===== config.mk =====
export PLATFORM = sky130hd
export DESIGN_NAME = pcp_prescaler_top
export DESIGN_NICKNAME = d
export VERILOG_FILES = /design/src/design/pcp_pkg.sv /design/src/design/pcp_scale_if.sv /design/src/design/pcp_prescaler_top.sv /design/src/design/pcp_scaler.sv
export SDC_FILE = /design/constraint.sdc
export NUM_CORES = 1
export LEC_CHECK = 0
export BUFFER_PORTS_ARGS = -buffer_cell sky130_fd_sc_hd__clkbuf_2
export CORE_MARGIN = 2
export CORE_UTILIZATION = 40
export DETAILED_ROUTE_END_ITERATION = 8
export PLACE_DENSITY = 0.69
export SYNTH_ARGS = -nofsm -noshare
export SYNTH_HDL_FRONTEND = slang
export SYNTH_SLANG_ARGS = --single-unit

===== constraint.sdc =====
create_clock -name pclk -period 3.1 [get_ports pclk]
set_input_delay 0.775 -clock pclk [delete_from_list [all_inputs] [get_ports pclk]]
set_output_delay 0.775 -clock pclk [all_outputs]
set_load 0.02 [all_outputs]

===== src/design/pcp_pkg.sv =====
// Constants, offsets and field layouts for the PWM clock prescaler.
// Contract
// Every PWM clock enable is derived from the single bus clock pclk.
// The block makes exactly four channel clocks: A, B, scaled A and scaled B.
// Clocks A and B each run at the bus rate divided by 1, 2, 4, 8, 16, 32, 64 or 128.
// Clock A takes its ratio from one three-bit field of the prescale register and clock B from another.
// Scaled A divides clock A by a programmed value and then by two, giving even ratios 2 to 512.
// Scaled B divides clock B the same way with its own programmed value.
// Scaled division uses a counter ticked by its prescaled clock that reloads at terminal count.
// Each PWM channel selects its own one of the four clocks.
// With the freeze stop enable set and freeze active, the prescaler input is stopped.
// With every channel enable bit zero, the prescaler input is gated off.
// Prescale code n divides by two to the power n, code zero passing the bus clock.
package pcp_pkg;
    localparam int NUM_CH = 8;
    localparam int PRE_W = 7;
    localparam int SCALE_W = 8;
    localparam int SEL_W = 2;

    localparam logic [11:0] OFF_CTRL = 12'h0000;
    localparam logic [11:0] OFF_PRESCALE = 12'h0004;
    localparam logic [11:0] OFF_SCALE_A = 12'h0008;
    localparam logic [11:0] OFF_SCALE_B = 12'h000c;
    localparam logic [11:0] OFF_CLK_SEL = 12'h0010;
    localparam logic [11:0] OFF_STATUS = 12'h0014;

    localparam int CTRL_FRZ_BIT = 0;
    localparam int CTRL_EN_LSB = 8;
    localparam int PRE_A_LSB = 0;
    localparam int PRE_B_LSB = 4;
    localparam int STAT_CNT_LSB = 0;
    localparam int STAT_RUN_BIT = 8;
    localparam int STAT_FRZ_BIT = 9;

    localparam logic [SEL_W-1:0] SEL_A = 2'h0;
    localparam logic [SEL_W-1:0] SEL_B = 2'h1;
    localparam logic [SEL_W-1:0] SEL_SA = 2'h2;
    localparam logic [SEL_W-1:0] SEL_SB = 2'h3;

    localparam logic [31:0] RST_CTRL = 32'h0000_0000;
    localparam logic [2:0] RST_PRE_SEL = 3'h0;
    localparam logic [SCALE_W-1:0] RST_SCALE = 8'h01;
    localparam logic [SCALE_W-1:0] RST_SCALE_CNT = 8'h00;
    localparam logic [NUM_CH*SEL_W-1:0] RST_CLK_SEL = 16'h0000;
    localparam logic [PRE_W-1:0] RST_PRE_CNT = 7'h00;
endpackage


===== src/design/pcp_scale_if.sv =====
// Link between the prescaler core and one scaled-clock divider.
interface pcp_scale_if;
    import pcp_pkg::*;
    logic tick;
    logic [SCALE_W-1:0] reload;
    logic [SCALE_W-1:0] count;
    logic out_tick;
    modport core (output tick, output reload, input count, input out_tick);
    modport scaler (input tick, input reload, output count, output out_tick);
endinterface


===== src/design/pcp_prescaler_top.sv =====
// PWM clock prescaler with APB registers and per-channel clock selection.
//
// Added by the designer: the APB interface to the registers and the address map.
module pcp_prescaler_top
    import pcp_pkg::*;
(
    input wire logic pclk,
    input wire logic presetn,
    input wire logic psel,
    input wire logic penable,
    input wire logic pwrite,
    input wire logic [11:0] paddr,
    input wire logic [31:0] pwdata,
    output logic [31:0] prdata,
    output logic pready,
    output logic pslverr,
    input wire logic freeze_in,
    output logic clk_a_en,
    output logic clk_b_en,
    output logic scaled_clk_a_en,
    output logic scaled_clk_b_en,
    output logic [NUM_CH-1:0] chan_clk_en
);
    logic freeze_stop_enable;
    logic [NUM_CH-1:0] channel_enable_bits;
    logic [2:0] clk_a_div_sel;
    logic [2:0] clk_b_div_sel;
    logic [SCALE_W-1:0] scale_a;
    logic [SCALE_W-1:0] scale_b;
    logic [NUM_CH*SEL_W-1:0] clk_sel;
    logic [PRE_W-1:0] pre_cnt;
    logic frz_q1;
    logic frz_q2;
    logic frz_q3;
    logic frz_level;

    pcp_scale_if sif_a();
    pcp_scale_if sif_b();

    // Bus decode.
    wire setup;
    wire access;
    wire hit_ctrl;
    wire hit_pre;
    wire hit_sa;
    wire hit_sb;
    wire hit_sel;
    wire hit_stat;
    wire mapped;
    wire wr;
    wire wr_ctrl;
    wire wr_pre;
    wire wr_sa;
    wire wr_sb;
    wire wr_sel;

    assign setup = psel && !penable;
    assign access = psel && penable;
    assign hit_ctrl = (paddr == OFF_CTRL);
    assign hit_pre = (paddr == OFF_PRESCALE);
    assign hit_sa = (paddr == OFF_SCALE_A);
    assign hit_sb = (paddr == OFF_SCALE_B);
    assign hit_sel = (paddr == OFF_CLK_SEL);
    assign hit_stat = (paddr == OFF_STATUS);
    assign mapped = hit_ctrl || hit_pre || hit_sa || hit_sb || hit_sel || hit_stat;
    // Writes land in the access cycle only, so each register sees one strobe per transfer.
    assign wr = access && pwrite && mapped;
    assign wr_ctrl = wr && hit_ctrl;
    assign wr_pre = wr && hit_pre;
    assign wr_sa = wr && hit_sa;
    assign wr_sb = wr && hit_sb;
    assign wr_sel = wr && hit_sel;

    // No register needs a wait state, so the slave always answers at once.
    assign pready = 1'b1;
    // An unmapped address is flagged in the access cycle and its write is dropped.
    assign pslverr = access && !mapped;

    // Prescaler input gating.
    wire frozen;
    wire any_enabled;
    wire input_en;
    // freeze stops input
    assign frozen = freeze_stop_enable && frz_level;
    // all channels off
    assign any_enabled = (channel_enable_bits != '0);
    // single bus clock source
    assign input_en = !frozen && any_enabled;

    wire [PRE_W-1:0] mask_a;
    wire [PRE_W-1:0] mask_b;
    wire tick_a;
    wire tick_b;
    // code n masks n low bits
    assign mask_a = PRE_W'((8'h01 << clk_a_div_sel) - 8'h01);
    assign mask_b = PRE_W'((8'h01 << clk_b_div_sel) - 8'h01);
    // divide by power of two
    // A code change acts at once, so the first pulse at a new ratio may come early.
    assign tick_a = input_en && ((pre_cnt & mask_a) == mask_a);
    assign tick_b = input_en && ((pre_cnt & mask_b) == mask_b);

    // scalers ticked by A and B
    assign sif_a.tick = tick_a;
    assign sif_a.reload = scale_a;
    assign sif_b.tick = tick_b;
    assign sif_b.reload = scale_b;

    // Each divider counts only on its own prescaled pulse, so gating stops it as well.
    // scaled A divider
    pcp_scaler u_scale_a (
        .pclk(pclk),
        .presetn(presetn),
        .sif(sif_a.scaler)
    );

    // scaled B divider
    pcp_scaler u_scale_b (
        .pclk(pclk),
        .presetn(presetn),
        .sif(sif_b.scaler)
    );

    // per-channel clock choice
    wire [NUM_CH-1:0] next_chan;
    for (genvar i = 0; i < NUM_CH; i++) begin : g_chan
        wire [SEL_W-1:0] code;
        wire pick_a;
        wire pick_b;
        wire pick_sa;
        wire pick_sb;
        assign code = clk_sel[i*SEL_W +: SEL_W];
        assign pick_a = (code == SEL_A) && tick_a;
        assign pick_b = (code == SEL_B) && tick_b;
        assign pick_sa = (code == SEL_SA) && sif_a.out_tick;
        assign pick_sb = (code == SEL_SB) && sif_b.out_tick;
        assign next_chan[i] = pick_a || pick_b || pick_sa || pick_sb;
    end

    // Read data multiplexer.
    wire [31:0] rd_ctrl;
    wire [31:0] rd_pre;
    wire [31:0] rd_stat;
    wire [31:0] next_rdata;
    assign rd_ctrl = 32'({channel_enable_bits, 7'h00, freeze_stop_enable});
    // two three-bit fields
    assign rd_pre = 32'({1'b0, clk_b_div_sel, 1'b0, clk_a_div_sel});
    assign rd_stat = 32'({frz_level, input_en, 1'b0, pre_cnt});
    assign next_rdata = hit_ctrl ? rd_ctrl :
                             hit_pre ? rd_pre :
                             hit_sa ? 32'(scale_a) :
                             hit_sb ? 32'(scale_b) :
                             hit_sel ? 32'(clk_sel) :
                             hit_stat ? rd_stat : 32'h0000_0000;

    // Read data is captured in setup so it already stands when the access cycle samples it.
    always_ff @(posedge pclk or negedge presetn) begin
        if (!presetn) begin
            prdata <= 32'h0000_0000;
        end else if (setup && !pwrite) begin
            prdata <= next_rdata;
        end
    end

    // Register writes, one short process per register.
    always_ff @(posedge pclk or negedge presetn) begin
        if (!presetn) begin
            freeze_stop_enable <= RST_CTRL[CTRL_FRZ_BIT];
            channel_enable_bits <= RST_CTRL[CTRL_EN_LSB +: NUM_CH];
        end else if (wr_ctrl) begin
            freeze_stop_enable <= pwdata[CTRL_FRZ_BIT];
            channel_enable_bits <= pwdata[CTRL_EN_LSB +: NUM_CH];
        end
    end

    always_ff @(posedge pclk or negedge presetn) begin
        if (!presetn) begin
            clk_a_div_sel <= RST_PRE_SEL;
            clk_b_div_sel <= RST_PRE_SEL;
        end else if (wr_pre) begin
            clk_a_div_sel <= pwdata[PRE_A_LSB +: 3];
            clk_b_div_sel <= pwdata[PRE_B_LSB +: 3];
        end
    end

    // A new scale value is used from the divider's next terminal count on.
    always_ff @(posedge pclk or negedge presetn) begin
        if (!presetn) begin
            scale_a <= RST_SCALE;
        end else if (wr_sa) begin
            scale_a <= pwdata[SCALE_W-1:0];
        end
    end

    always_ff @(posedge pclk or negedge presetn) begin
        if (!presetn) begin
            scale_b <= RST_SCALE;
        end else if (wr_sb) begin
            scale_b <= pwdata[SCALE_W-1:0];
        end
    end

    always_ff @(posedge pclk or negedge presetn) begin
        if (!presetn) begin
            clk_sel <= RST_CLK_SEL;
        end else if (wr_sel) begin
            clk_sel <= pwdata[NUM_CH*SEL_W-1:0];
        end
    end

    // Freeze arrives from outside the block, so it is filtered by three flops.
    always_ff @(posedge pclk or negedge presetn) begin
        if (!presetn) begin
            frz_q1 <= 1'b0;
            frz_q2 <= 1'b0;
            frz_q3 <= 1'b0;
        end else begin
            frz_q1 <= freeze_in;
            frz_q2 <= frz_q1;
            frz_q3 <= frz_q2;
        end
    end

    // A pulse that the second and third stage do not both see is ignored.
    always_ff @(posedge pclk or negedge presetn) begin
        if (!presetn) begin
            frz_level <= 1'b0;
        end else if (frz_q2 == frz_q3) begin
            frz_level <= frz_q3;
        end
    end

    // counter holds when gated
    // The counter is never cleared when gated, so every code keeps its phase across a pause.
    always_ff @(posedge pclk or negedge presetn) begin
        if (!presetn) begin
            pre_cnt <= RST_PRE_CNT;
        end else if (input_en) begin
            pre_cnt <= PRE_W'(pre_cnt + 1'b1);
        end
    end

    // four clock enables out
    // Every enable is registered so that consumers see clean single-cycle pulses.
    always_ff @(posedge pclk or negedge presetn) begin
        if (!presetn) begin
            clk_a_en <= 1'b0;
        end else begin
            clk_a_en <= tick_a;
        end
    end

    always_ff @(posedge pclk or negedge presetn) begin
        if (!presetn) begin
            clk_b_en <= 1'b0;
        end else begin
            clk_b_en <= tick_b;
        end
    end

    always_ff @(posedge pclk or negedge presetn) begin
        if (!presetn) begin
            scaled_clk_a_en <= 1'b0;
        end else begin
            scaled_clk_a_en <= sif_a.out_tick;
        end
    end

    always_ff @(posedge pclk or negedge presetn) begin
        if (!presetn) begin
            scaled_clk_b_en <= 1'b0;
        end else begin
            scaled_clk_b_en <= sif_b.out_tick;
        end
    end

    // Channel pulses share the register stage of the sources, so they line up with them.
    always_ff @(posedge pclk or negedge presetn) begin
        if (!presetn) begin
            chan_clk_en <= '0;
        end else begin
            chan_clk_en <= next_chan;
        end
    end
endmodule


===== src/design/pcp_scaler.sv =====
// Reloadable even divider that turns a prescaled clock enable into a scaled one.
module pcp_scaler
    import pcp_pkg::*;
(
    input wire logic pclk,
    input wire logic presetn,
    pcp_scale_if.scaler sif
);
    logic [SCALE_W-1:0] cnt;
    logic half;
    logic terminal;
    logic [SCALE_W-1:0] next_cnt;

    // A reload value of zero wraps to a full count of 256.
    assign terminal = (cnt == '0);
    // reload at terminal
    assign next_cnt = terminal ? SCALE_W'(sif.reload - 1'b1) : SCALE_W'(cnt - 1'b1);
    // final divide by two
    assign sif.out_tick = sif.tick && terminal && half;
    assign sif.count = cnt;

    always_ff @(posedge pclk or negedge presetn) begin
        if (!presetn) begin
            cnt <= RST_SCALE_CNT;
            half <= 1'b0;
        end else if (sif.tick) begin
            cnt <= next_cnt;
            if (terminal) begin
                half <= ~half;
            end
        end
    end
endmodule


Word level (Yosys, flattened, before mapping)
Cells that the tools add are included.

Flip-flop bits (word level): 120. Word-level logic and storage cells: 173. Memory bits (writable): 0. Latch bits: 0. ROM bits: 0. Input port bits: 50. Memories kept: 0. Output and inout port bits: 46.

Bitwise operators: 4. Multipliers: 0. $lt $le $gt $ge: 0. Muxes and demuxes: 8. Shift-type cells: 2. Reduce and logical (&&, ||, !) cells: 98. Equality and inequality tests: 32. Divide/modulo/power cells: 0. Add/sub/neg operators: 7.

Operator list (number): 2-to-1 mux 16 bit (5); logical AND 1 bit (51); equality test 2 bit (second input constant) (16); subtractor 8 x 1 -> 8 bit (second input constant) (4); logical OR 1 bit (29); equality test 12 x 4 -> 1 bit (second input constant) (2); equality test 12 x 5 -> 1 bit (second input constant) (2); equality test 2 x 1 -> 1 bit (second input constant) (8); zero test 2 bit (8); zero test 8 bit (2); 2-to-1 mux 8 bit (2); AND 7 bit (2); equality test 7 bit (2); left shift 1 x 3 -> 7 bit (first input constant) (2); subtractor 7 x 1 -> 7 bit (second input constant) (2); equality test 12 x 3 -> 1 bit (second input constant) (1); zero test 12 bit (1); 2-to-1 mux 10 bit (1); nonzero test 8 bit (1); adder 7 x 1 -> 7 bit (second input constant) (1); zero test 1 bit (4); AND reduction 2 bit (2); inverter 1 bit (2); equality test 1 bit (1).

Longest topological paths before layout
Gate-level depths: netlist of the first run.

Depth after elaboration: 10. Depth in mapped cells: 10. Mapped depth without buffers: 9.

By module
From an unflattened synthesis of the first run, not the netlist that was laid out.

Cells, all modules: 472. Area, all modules: 5371.4 µm².

Modules (own cells, without submodules): pcp_prescaler_top (instances 1, cells each 336, seq. area each 2154.6 µm², area each 4097.7 µm²); pcp_scaler (instances 2, cells each 68, seq. area each 225.2 µm², area each 636.9 µm²).

Least setup slack after synthesis of the first run
OpenSTA, ideal clock, no wires.

Path type: input port to output port. Start point: in paddr[10]. End point: out pslverr. Data required time: 2.325 ns. Slack: 0.565 ns. Arrival time: 1.760 ns. Stages on the path: 4. Path buffers: 1. Cell sequence: nor4_1 -> and3_1 -> clkbuf_1 -> a21oi_1.

Cells in the longest elaborated chain, start to end: 8. Elaborated cells between the ends (all ways): 13. Those cells by class: eq/ne (5); reduce/logical (8).

Ends and longest elaborated chain: start, declared (RTL line pcp_prescaler_top.sv:12) `input wire logic [11:0] paddr,`; equality test 12 x 3 -> 1 bit or zero test 12 bit (tied branches) (RTL line pcp_prescaler_top.sv:60, pcp_prescaler_top.sv:59); logical OR 1 bit (4 in a row) (RTL line pcp_prescaler_top.sv:65) `assign mapped = hit_ctrl || hit_pre || hit_sa || hit_sb || hit_sel || hit_stat;`; logical OR 1 bit (*) (RTL line pcp_prescaler_top.sv:65); zero test 1 bit (*) (RTL line pcp_prescaler_top.sv:77) `assign pslverr = access && !mapped;`; logical AND 1 bit (*) (RTL line pcp_prescaler_top.sv:77); end, declared (RTL line pcp_prescaler_top.sv:16) `output logic pslverr,`.

Every way passes the cells marked *; elsewhere a longest branch is shown, timed or not.

Worst setup path after layout of the first run
Start point: in paddr[9]. End point: out pslverr.

Same word-level chain as after synthesis.

==> impl_metrics.csv, run 1 <==
group,metric,value,unit
status,status,"finished clean",
critical_path,path_max_fanout,10,
die,die_area,14300,sq um
sta,fin_crit,2660,ps
critical_path,worstPathRequired,2320,ps
detailed_routing,wl_met2,6.36,mm
detailed_routing,drt_wl_total,13.0,mm
logic_synthesis,synth_area_per_cell,10.9,sq um
detailed_routing,drt_iter0_markers,196,
detailed_routing,wl_per_cell,17.7,um
clock_network,numCtsBuffers,9,
sta,hold_viol_final,0,
critical_path,reg2reg_depth,9,
sta,tns,0,ps
clock_network,cts_setup_buffers,0,
logic_synthesis,synth-edff-count,0,
power,seqPwrFrac,0.459,
sta,setup_violations,0,
logic_synthesis,synth.most_common_cell,"dfrtp_1",
finish,antennaDiodeCount,0,
finish,post-route-util,0.466,
logic_synthesis,synth_ff_type,"dfrtp_1",
global_route,grt_max_degree,48,
logic_synthesis,synth_top_area_frac,0.479,
global_route,grt.overflow.total,0,
finish,drive_above_1_share,0.314,
power,power_density,523,nW/um^2
detailed_routing,num_vias,4160,
logic_synthesis,ys_types,61,
critical_path,endpoint_kind,"primary output",
clock_network,ctsHoldBuffers,0,
global_route,grt.total_usage,0.190,
critical_path,critPathMostFrequentCell,"clkbuf_2",
sta,fin_worst_skew,5.89,ps
detailed_routing,antenna_left,0,
sta,rsz0062_at_grt,"no",
clock_network,root_buffer,"clkbuf_16",
clock_network,htreeDepth,3,
place,hpwlAfterDp,9.45,mm
die,fp.dieH,119,um
detailed_routing,dr_wl_met3,664,um
sta,whs,355,ps
critical_path,start_kind,"primary input",
logic_synthesis,netlist_top_cells_count,"dfrtp_1, mux2_2, nand2_1, a21oi_1, nor2_1",
finish,syn_to_final_growth,14.7,%
critical_path,max_stage_delay,410,ps
power,power_frac_comb,0.199,
power,leakage,2.98,nW
clock_network,clk_pin_slew,70,ps
logic_synthesis,synth-seq-area-share,0.489,
die,pin_count,96,
detailed_routing,dr.pass1.iters,5,
critical_path,worstPathArrival,1890,ps
detailed_routing,vias_per_cell,5.67,
worst_hold_path,hp-class,"flop to flop",
global_route,grt_antenna_before_repair,0,
logic_synthesis,synth-seq-cells,104,
power,p_int,2.21,mW
critical_path,slowest_stage,"and3_1",
clock_network,cts.path.max_buffers,2,
logic_synthesis,synthTopCellsByArea,"dfrtp_1, mux2_2, nand2_1, buf_4, a21oi_1",
clock_network,ctsResizeCount,0,
die,core-area,13100,sq um
place,numPortBuffers,62,
logic_synthesis,netlist_area,5330,sq um
finish,final_area,6120,sq um
place,place_area,5830,sq um
die,start_util,0.406,
clock_network,clock_sinks,104,
logic_synthesis,ys_async_sr_fraction,1.00,
power,ir_worst_vdd,253,uV
sta,tightest_slew,794,ps
power,p_clk_frac,0.342,
finish,nets,606,
sta,max_freq,376,MHz
global_route,grt_pass1_vias,4207,
die,die_x,119,um
critical_path,path_cells,"clkbuf_2, nor3_1, and3_1, a21oi_1, clkbuf_2",
sta,slew_headroom,0.471,
detailed_routing,highest_layer,"met4",
clock_network,cts_tree,"yes",
logic_synthesis,yosys_warnings,0,
power,p_sw,0.984,mW
global_route,grt_pass1_wl,21.5,mm
job,cap_violations,0,
clock_network,clk_latency,350,ps
critical_path,crit_type,"primary input to primary output",
logic_synthesis,syn_inst,490,
worst_hold_path,min_path_cells,0,
die,row_count,42,
logic_synthesis,yosysTopAreaCell,"dfrtp_1",
detailed_routing,drc,0,
detailed_routing,wl_met1,5.68,mm
sta,fin_crit_sh,0.859,
power,swShare,0.308,
place,gp_congestion,0.943,
sta,slew_violations,0,
[critical path: cells and delay by family]
family          cells  cell delay, ps
simple gates        2             750
buf+inv             2             250
compound gates      1             110
[stage by stage]
stage | worst slack (ps) | total power [mW] | std cells
floorplan | 565 | 1.96 | 505
global placement | 461 | 2.10 | 718
detailed placement | 472 | 2.12 | 718
CTS | 461 | 3.22 | 734
global route | 232 | 3.36 | 734
finish | 437 | 3.20 | 734
[sequential cells by signal, indices dropped and copies added, names as in the netlist]
signal,flops
clk_a_en,1
scaled_clk_b_en,1
frz_q1,1
freeze_stop_enable,1
clk_a_div_sel,3
scale_a,8
scale_b,8
prdata,16
chan_clk_en,8
frz_q3,1
clk_b_en,1
clk_sel,16
scaled_clk_a_en,1
pre_cnt,7
u_scale_b.sif.count,8
u_scale_a.half,1
frz_level,1
frz_q2,1
u_scale_a.sif.count,8
clk_b_div_sel,3
u_scale_b.half,1
channel_enable_bits,8
[layout make-up]
cell class | count | area (sq um)
clock buffer | 10 | 229
clock inverter | 6 | 52.6
fill | 1240 | 7020
inverter | 9 | 33.8
multi-input combinational | 349 | 2510
sequential | 104 | 2610
tap | 176 | 220
timing repair buffer | 80 | 460
[metal layers]
metal  GRT usage  vias up
met5           0        -
met4      0.0669        0
met3      0.0330       23
met2       0.319      141
met1       0.249     2067
li1            -     1929
[power by group through the flow]
stage / combinational (mW) / sequential, mW / clock (mW)
2_1_floorplan: 0.486 / 1.48 / 0
3_3_place_gp: 0.611 / 1.49 / 0
3_5_place_dp: 0.633 / 1.49 / 0
4_1_cts: 0.635 / 1.47 / 1.11
5_1_grt: 0.708 / 1.48 / 1.18
6_report: 0.636 / 1.47 / 1.09
[logic make-up after synthesis]
family          after synthesis  synth area share
simple gates                144             0.142
other cells                   2           0.00141
compound gates              108             0.153
buf+inv                      52            0.0514
xor+xnor                      9            0.0148
mux                          67             0.140
fa+ha+maj                     4           0.00892
flops                       104             0.489
[path summary, 6_finish.rpt]
kind / from / end / slack, ps
worst max-delay path: paddr[9] / pslverr / 440
worst min-delay path: frz_q1$_DFF_PN0_ / frz_q2$_DFF_PN0_ / 350
worst max register to register: u_scale_b.sif.count[2]$_DFFE_PN0P_ / u_scale_b.sif.count[6]$_DFFE_PN0P_ / 460
worst min register to register: frz_q1$_DFF_PN0_ / frz_q2$_DFF_PN0_ / 350
max in group asynchronous: presetn / pre_cnt[2]$_DFFE_PN0P_ / 1950
min in group asynchronous: presetn / channel_enable_bits[5]$_DFFE_PN0P_ / 430
[cells in the final DEF (no fill, tap or decap), types with 3 or more instances in the layout]
| cell | synthesis | routed |
|---|---|---|
| nand2b_1 | 3 | 3 |
| o2bb2ai_1 | 7 | 7 |
| a221o_1 | 5 | 5 |
| a211oi_1 | 9 | 9 |
| mux2_2 | 60 | 60 |
| clkbuf_2 | 0 | 61 |
| inv_1 | 9 | 9 |
| a21oi_1 | 22 | 22 |
| nand4_1 | 9 | 9 |
| nand3b_1 | 3 | 3 |
| nand2_1 | 38 | 38 |
| a31oi_1 | 6 | 6 |
| or2_2 | 3 | 3 |
| a22oi_1 | 13 | 13 |
| nand3_1 | 17 | 17 |
| dfrtp_1 | 102 | 102 |
| nor3_1 | 15 | 15 |
| clkbuf_16 | 0 | 9 |
| or3_1 | 7 | 7 |
| nor2b_1 | 3 | 3 |
| a221oi_2 | 7 | 7 |
| xnor2_1 | 8 | 8 |
| o21a_1 | 3 | 3 |
| nor2_1 | 19 | 19 |
| buf_4 | 17 | 18 |
| mux2i_1 | 7 | 7 |
| and3_1 | 4 | 4 |
| o31ai_1 | 4 | 3 |
| a221oi_1 | 5 | 5 |
| o21ai_0 | 9 | 9 |
| and2_1 | 5 | 5 |
| ha_1 | 3 | 3 |
| conb_1 | 2 | 17 |
| nor4_1 | 6 | 6 |
Note: power is estimated with default switching activity, not from simulation.
==> inputs of run 2 (changes only) <==
- CELL_PAD_IN_SITES_DETAIL_PLACEMENT: default -> 0
- CELL_PAD_IN_SITES_GLOBAL_PLACEMENT: default -> 1
- PLACE_DENSITY: 0.69 -> 0.83
==> impl_metrics.csv, run 2 (synthesis gave the netlist of run 1 again) <==
group,metric,value,unit
finish,reg_top3,"clk_sel x16, prdata x16",
finish,nets,606,
global_route,grt_use_met2,0.315,
global_route,grt_max_degree,60,
sta,slew_violations,0,
sta,hold_viol_final,0,
place,gp_congestion,0.873,
detailed_routing,drt_wl_total,13.1,mm
finish,layout_common_cells,"dfrtp_1, clkbuf_2, mux2_2, nand2_1, a21oi_1",
critical_path,max_stage_delay,510,ps
global_route,top_usage_layer,"met2",
detailed_routing,drt_iter0_markers,361,
sta,rsz0062_at_grt,"no",
global_route,grt.total_usage,0.191,
clock_network,htreeDepth,3,
sta,fin_crit,2570,ps
sta,slew_headroom,0.507,
global_route,grt.overflow.total,0,
clock_network,cts.path.max_buffers,2,
die,die_x,119,um
critical_path,reg2reg_depth,9,
global_route,grt_pass1_vias,4084,
clock_network,cts_tree,"yes",
detailed_routing,wl_per_cell,17.9,um
critical_path,regToRegSetupSlack,530,ps
die,fp.dieH,119,um
finish,antennaDiodeCount,0,
sta,fin_worst_skew,9.24,ps
clock_network,clock_sinks,104,
power,power,3.30,mW
global_route,grt_antenna_before_repair,0,
detailed_routing,antenna_left,0,
detailed_routing,num_vias,4191,
critical_path,r2r-start,"u_scale_b.sif.count[5]$_DFFE_PN0P_",
place,numPortBuffers,62,
critical_path,slowest_stage,"or3b_2",
sta,max_freq,390,MHz
finish,final_cells,734,
clock_network,clk_pin_slew,70,ps
detailed_routing,dr.pass1.iters,5,
power,ir_worst_vdd,322,uV
sta,fin_crit_sh,0.828,
critical_path,path_max_fanout,6,
detailed_routing,vias_per_cell,5.71,
sta,tightest_slew,720,ps
critical_path,worstPathArrival,2810,ps
job,cap_violations,0,
detailed_routing,drc,0,
place,dp.cells,718,
critical_path,start_kind,"flop",
clock_network,ctsResizeCount,0,
critical_path,worstPathRequired,3350,ps
clock_network,ctsHoldBuffers,0,
die,pin_count,96,
die,row_count,42,
sta,tns,0,ps
power,leakage,3.00,nW
place,hpwlAfterDp,9.35,mm
finish,syn_to_final_growth,15.2,%
clock_network,cts_setup_buffers,0,
critical_path,crit_start,"u_scale_b.sif.count[5]$_DFFE_PN0P_",
sta,setup_violations,0,
global_route,use_met3,0.0498,
clock_network,root_buffer,"clkbuf_16",
die,core-area,13100,sq um
worst_hold_path,hp-class,"primary input to async pin",
critical_path,path_cells,"or3_1, nor3_1, a21oi_1, ha_1, or3b_2, or3_1, o211ai_1, o31ai_1, a22o_1",
power,power_density,537,nW/um^2
finish,final_common_cell,"dfrtp_1",
critical_path,critPathMostFrequentCell,"or3_1",
global_route,use_met1,0.248,
critical_path,crit_type,"flop to flop",
clock_network,clk_latency,360,ps
die,die_area,14300,sq um
critical_path,endpoint_kind,"flop",
die,start_util,0.406,
global_route,grt_pass1_wl,21.3,mm
finish,drive_above_1_share,0.314,
status,status,"finished clean",
critical_path,regToRegEndpoint,"u_scale_b.sif.count[6]$_DFFE_PN0P_",
clock_network,numCtsBuffers,9,
run 2: critical path, delay by kind of cell (launching register included):
family	cells	cell delay [ps]
AND/OR/NAND/NOR	4	1110
AO/OA/AOI/OAI	4	680
flip-flops	1	440
adder cells (fa/ha/maj)	1	240
run 2: how the worst max path moves through the flow:
| stage | endpoint | slack, ps | depth (start not counted) |
|---|---|---|---|
| floorplan | pslverr | 560 | 4 |
| global placement | channel_enable_bits[5]$_DFFE_PN0P_ | 530 | 6 |
| detailed placement | channel_enable_bits[6]$_DFFE_PN0P_ | 490 | 6 |
| CTS | u_scale_b.sif.count[6]$_DFFE_PN0P_ | 540 | 9 |
| global route | u_scale_b.sif.count[6]$_DFFE_PN0P_ | 360 | 9 |
| finish | u_scale_b.sif.count[6]$_DFFE_PN0P_ | 530 | 9 |
run 2: area by class of cell:
cell class	count	area (sq um)
Clock buffer	10	229
Clock inverter	6	81.3
Fill cell	1244	6990
Inverter	9	33.8
Multi-Input combinational cell	349	2510
Sequential cell	104	2610
Tap cell	176	220
Timing Repair Buffer	80	460
run 2: metal layers:
layer	vias up	wire length, um
met5	-	0
met4	0	192
met3	16	699
met2	140	6450
met1	2122	5770
li1	1913	-
run 2: per-stage QoR:
| stage | setup slack, ps | cell area (sq um) | utilization | hold slack, ps |
|---|---|---|---|---|
| after global routing | 365 | 6140 | 0.468 | 302 |
| after CTS | 536 | 6140 | 0.468 | 288 |
| after floorplan | 565 | 5390 | - | 331 |
| final | 533 | 6140 | 0.468 | 293 |
| after global placement | 526 | 5830 | 0.444 | 336 |
| after detailed placement | 493 | 5830 | 0.444 | 345 |
run 2: power breakdown:
part	internal, mW	leakage (nW)	switching [mW]	total [mW]
Sequential	1.41	1.43	0.0607	1.47
Clock	0.650	0.153	0.555	1.21
Combinational	0.249	1.42	0.378	0.627
==> inputs of run 3 (changes only) <==
- PLACE_DENSITY: 0.83 -> 0.86
- clock period: 3.1 -> 2.2 ns (I/O delays scaled with it)
==> impl_metrics.csv, run 3 (synthesis gave the netlist of run 1 again) <==
group,metric,value,unit
detailed_routing,wl_per_cell,17.6,um
critical_path,critPathTopFamily,"simple AND/OR/NAND/NOR gates",
finish,nets,653,
critical_path,cp-endpoint,"u_scale_b.sif.count[6]$_DFFE_PN0P_",
sta,fin_crit_sh,1.04,
sta,max_freq,439,MHz
detailed_routing,num_vias,4331,
power,ir_worst_vdd,556,uV
critical_path,worstPathArrival,2530,ps
global_route,grt_max_degree,47,
power,power_density,750,nW/um^2
critical_path,max_stage_delay,400,ps
finish,layout_common_cells,"dfrtp_1, buf_4, clkbuf_2, mux2_2, nand2_1",
die,fp.dieH,119,um
sta,fin_ws,-79.3,ps
sta,slew_violations,0,
finish,fill_cells,1213,
detailed_routing,antenna_left,0,
global_route,grt.total_usage,0.198,
sta,rsz0062_at_grt,"yes",
place,gp_congestion,0.832,
status,violations,"setup timing",
critical_path,path_cells,"or3_4, nor3_2, a21oi_2, ha_2, or3b_4, or3_4, o211ai_1, o31ai_1, a22o_1",
clock_network,clk_pin_slew,70,ps
critical_path,crit_start,"u_scale_b.sif.count[2]$_DFFE_PN0P_",
die,start_util,0.406,
die,die_area,14300,sq um
detailed_routing,drt_iter0_markers,225,
sta,fin_worst_skew,8.35,ps
clock_network,root_buffer,"clkbuf_16",
die,pin_count,96,
critical_path,slowest_stage,"dfrtp_1",
critical_path,start_kind,"flop",
worst_hold_path,hp-class,"primary input to async pin",
clock_network,numCtsBuffers,9,
die,die_x,119,um
critical_path,regToRegSetupSlack,-80,ps
critical_path,r2r-start,"u_scale_b.sif.count[2]$_DFFE_PN0P_",
detailed_routing,drt_wl_total,13.7,mm
finish,syn_to_final_growth,23.4,%
clock_network,cts_tree,"yes",
die,row_count,42,
sta,hold_viol_final,0,
detailed_routing,dr.pass1.iters,5,
global_route,grt_antenna_before_repair,0,
finish,final_common_cell,"dfrtp_1",
clock_network,ctsHoldBuffers,0,
clock_network,clk_latency,360,ps
finish,reg_top3,"clk_sel x16, prdata x16",
critical_path,path_max_fanout,4,
job,cap_violations,0,
place,hpwlAfterDp,9.98,mm
sta,fin_crit,2280,ps
die,core-area,13100,sq um
finish,multi_input_area,2620,sq um
detailed_routing,drc,0,
clock_network,htreeDepth,3,
power,leakage,3.23,nW
critical_path,critPathBufInv,0,
finish,drive_above_1_share,0.391,
finish,seq_area,2610,sq um
critical_path,critPathMostFrequentCell,"or3_4",
power,power,4.93,mW
critical_path,crit_type,"flop to flop",
finish,antennaDiodeCount,0,
detailed_routing,vias_per_cell,5.55,
critical_path,reg2reg_depth,9,
critical_path,crit_cells,9,
sta,whs,126,ps
global_route,grt_pass1_wl,21.9,mm
critical_path,worstPathRequired,2450,ps
clock_network,clock_sinks,104,
global_route,grt.overflow.total,0,
clock_network,cts.path.max_buffers,2,
critical_path,endpoint_kind,"flop",
sta,setup_violations,1,
status,status,"finished, violations left",
place,numPortBuffers,62,
global_route,grt_pass1_vias,4291,
critical_path,regToRegEndpoint,"u_scale_b.sif.count[6]$_DFFE_PN0P_",
## run 3: cell types whose count changed in the layout (fill, tap and decap cells not counted), sizes merged
cell and change:
buf +47, bufinv -1, clkbuf -1, clkinv +1, clkinvlp +1, inv -1
## run 3: how the worst min path moves through the flow
stage                          start                        to  slack [ps]  cells past startpoint
floorplan                    presetn  chan_clk_en[0]$_DFF_PN0_         250                      0
global placement    frz_q1$_DFF_PN0_          frz_q2$_DFF_PN0_         330                      0
detailed placement  frz_q1$_DFF_PN0_          frz_q2$_DFF_PN0_         340                      0
CTS                          presetn    clk_sel[7]$_DFFE_PN0P_         130                      1
global route                 presetn    clk_sel[7]$_DFFE_PN0P_         150                      1
finish                       presetn    scale_b[5]$_DFFE_PN0P_         130                      1
## run 3: worst reg2reg max path, delay by kind of cell (launching register included)
family	cells	cell delay (ps)
AO/OA/AOI/OAI	4	640
adder cells (fa/ha/maj)	1	200
AND/OR/NAND/NOR	4	930
flip-flops	1	400
## run 3: timing repair
action / 4_1_cts / 5_1_grt
buffers inserted: 8 / 5
gates resized for setup: 6 / 5
endpoints found under the hold margin: 0 / 0
endpoints found under the setup margin: 4 / 12
pin swaps: 11 / 9
## run 3: layout make-up
cell class | count | area share
Clock buffer | 9 | 0.0342
Sequential cell | 104 | 0.396
Tap cell | 176 | 0.0335
Multi-Input combinational cell | 349 | 0.398
Clock inverter | 6 | 0.00799
Timing Repair Buffer | 127 | 0.126
Inverter | 9 | 0.00514
## run 3: where the power goes
group          leakage (nW)  internal [mW]  switching [mW]
combinational          1.66          0.636           0.673
clock                 0.136          0.785           0.782
sequential             1.43           1.98          0.0737
## run 3: per-layer routing
metal / share of wire / routed length [um] / vias to the layer above / track usage
met1: 0.44 / 5980 / 2158 / 0.263
li1: - / - / 2012 / -
met2: 0.49 / 6720 / 143 / 0.321
met4: 0.017 / 238 / 0 / 0.0669
met3: 0.057 / 789 / 18 / 0.0441
met5: 0 / 0 / - / 0
## run 3: through the flow
stage	area [sq um]	setup TNS, ps	worst slack, ps	cells	utilization
2_1_floorplan	5430	-248	-116	505	-
3_3_place_gp	6150	-203	-81.9	753	0.468
3_5_place_dp	6150	-1080	-177	753	0.468
4_1_cts	6510	-121	-66.8	776	0.496
5_1_grt	6580	-275	-119	780	0.501
6_report	6580	-79.3	-79.3	780	0.501
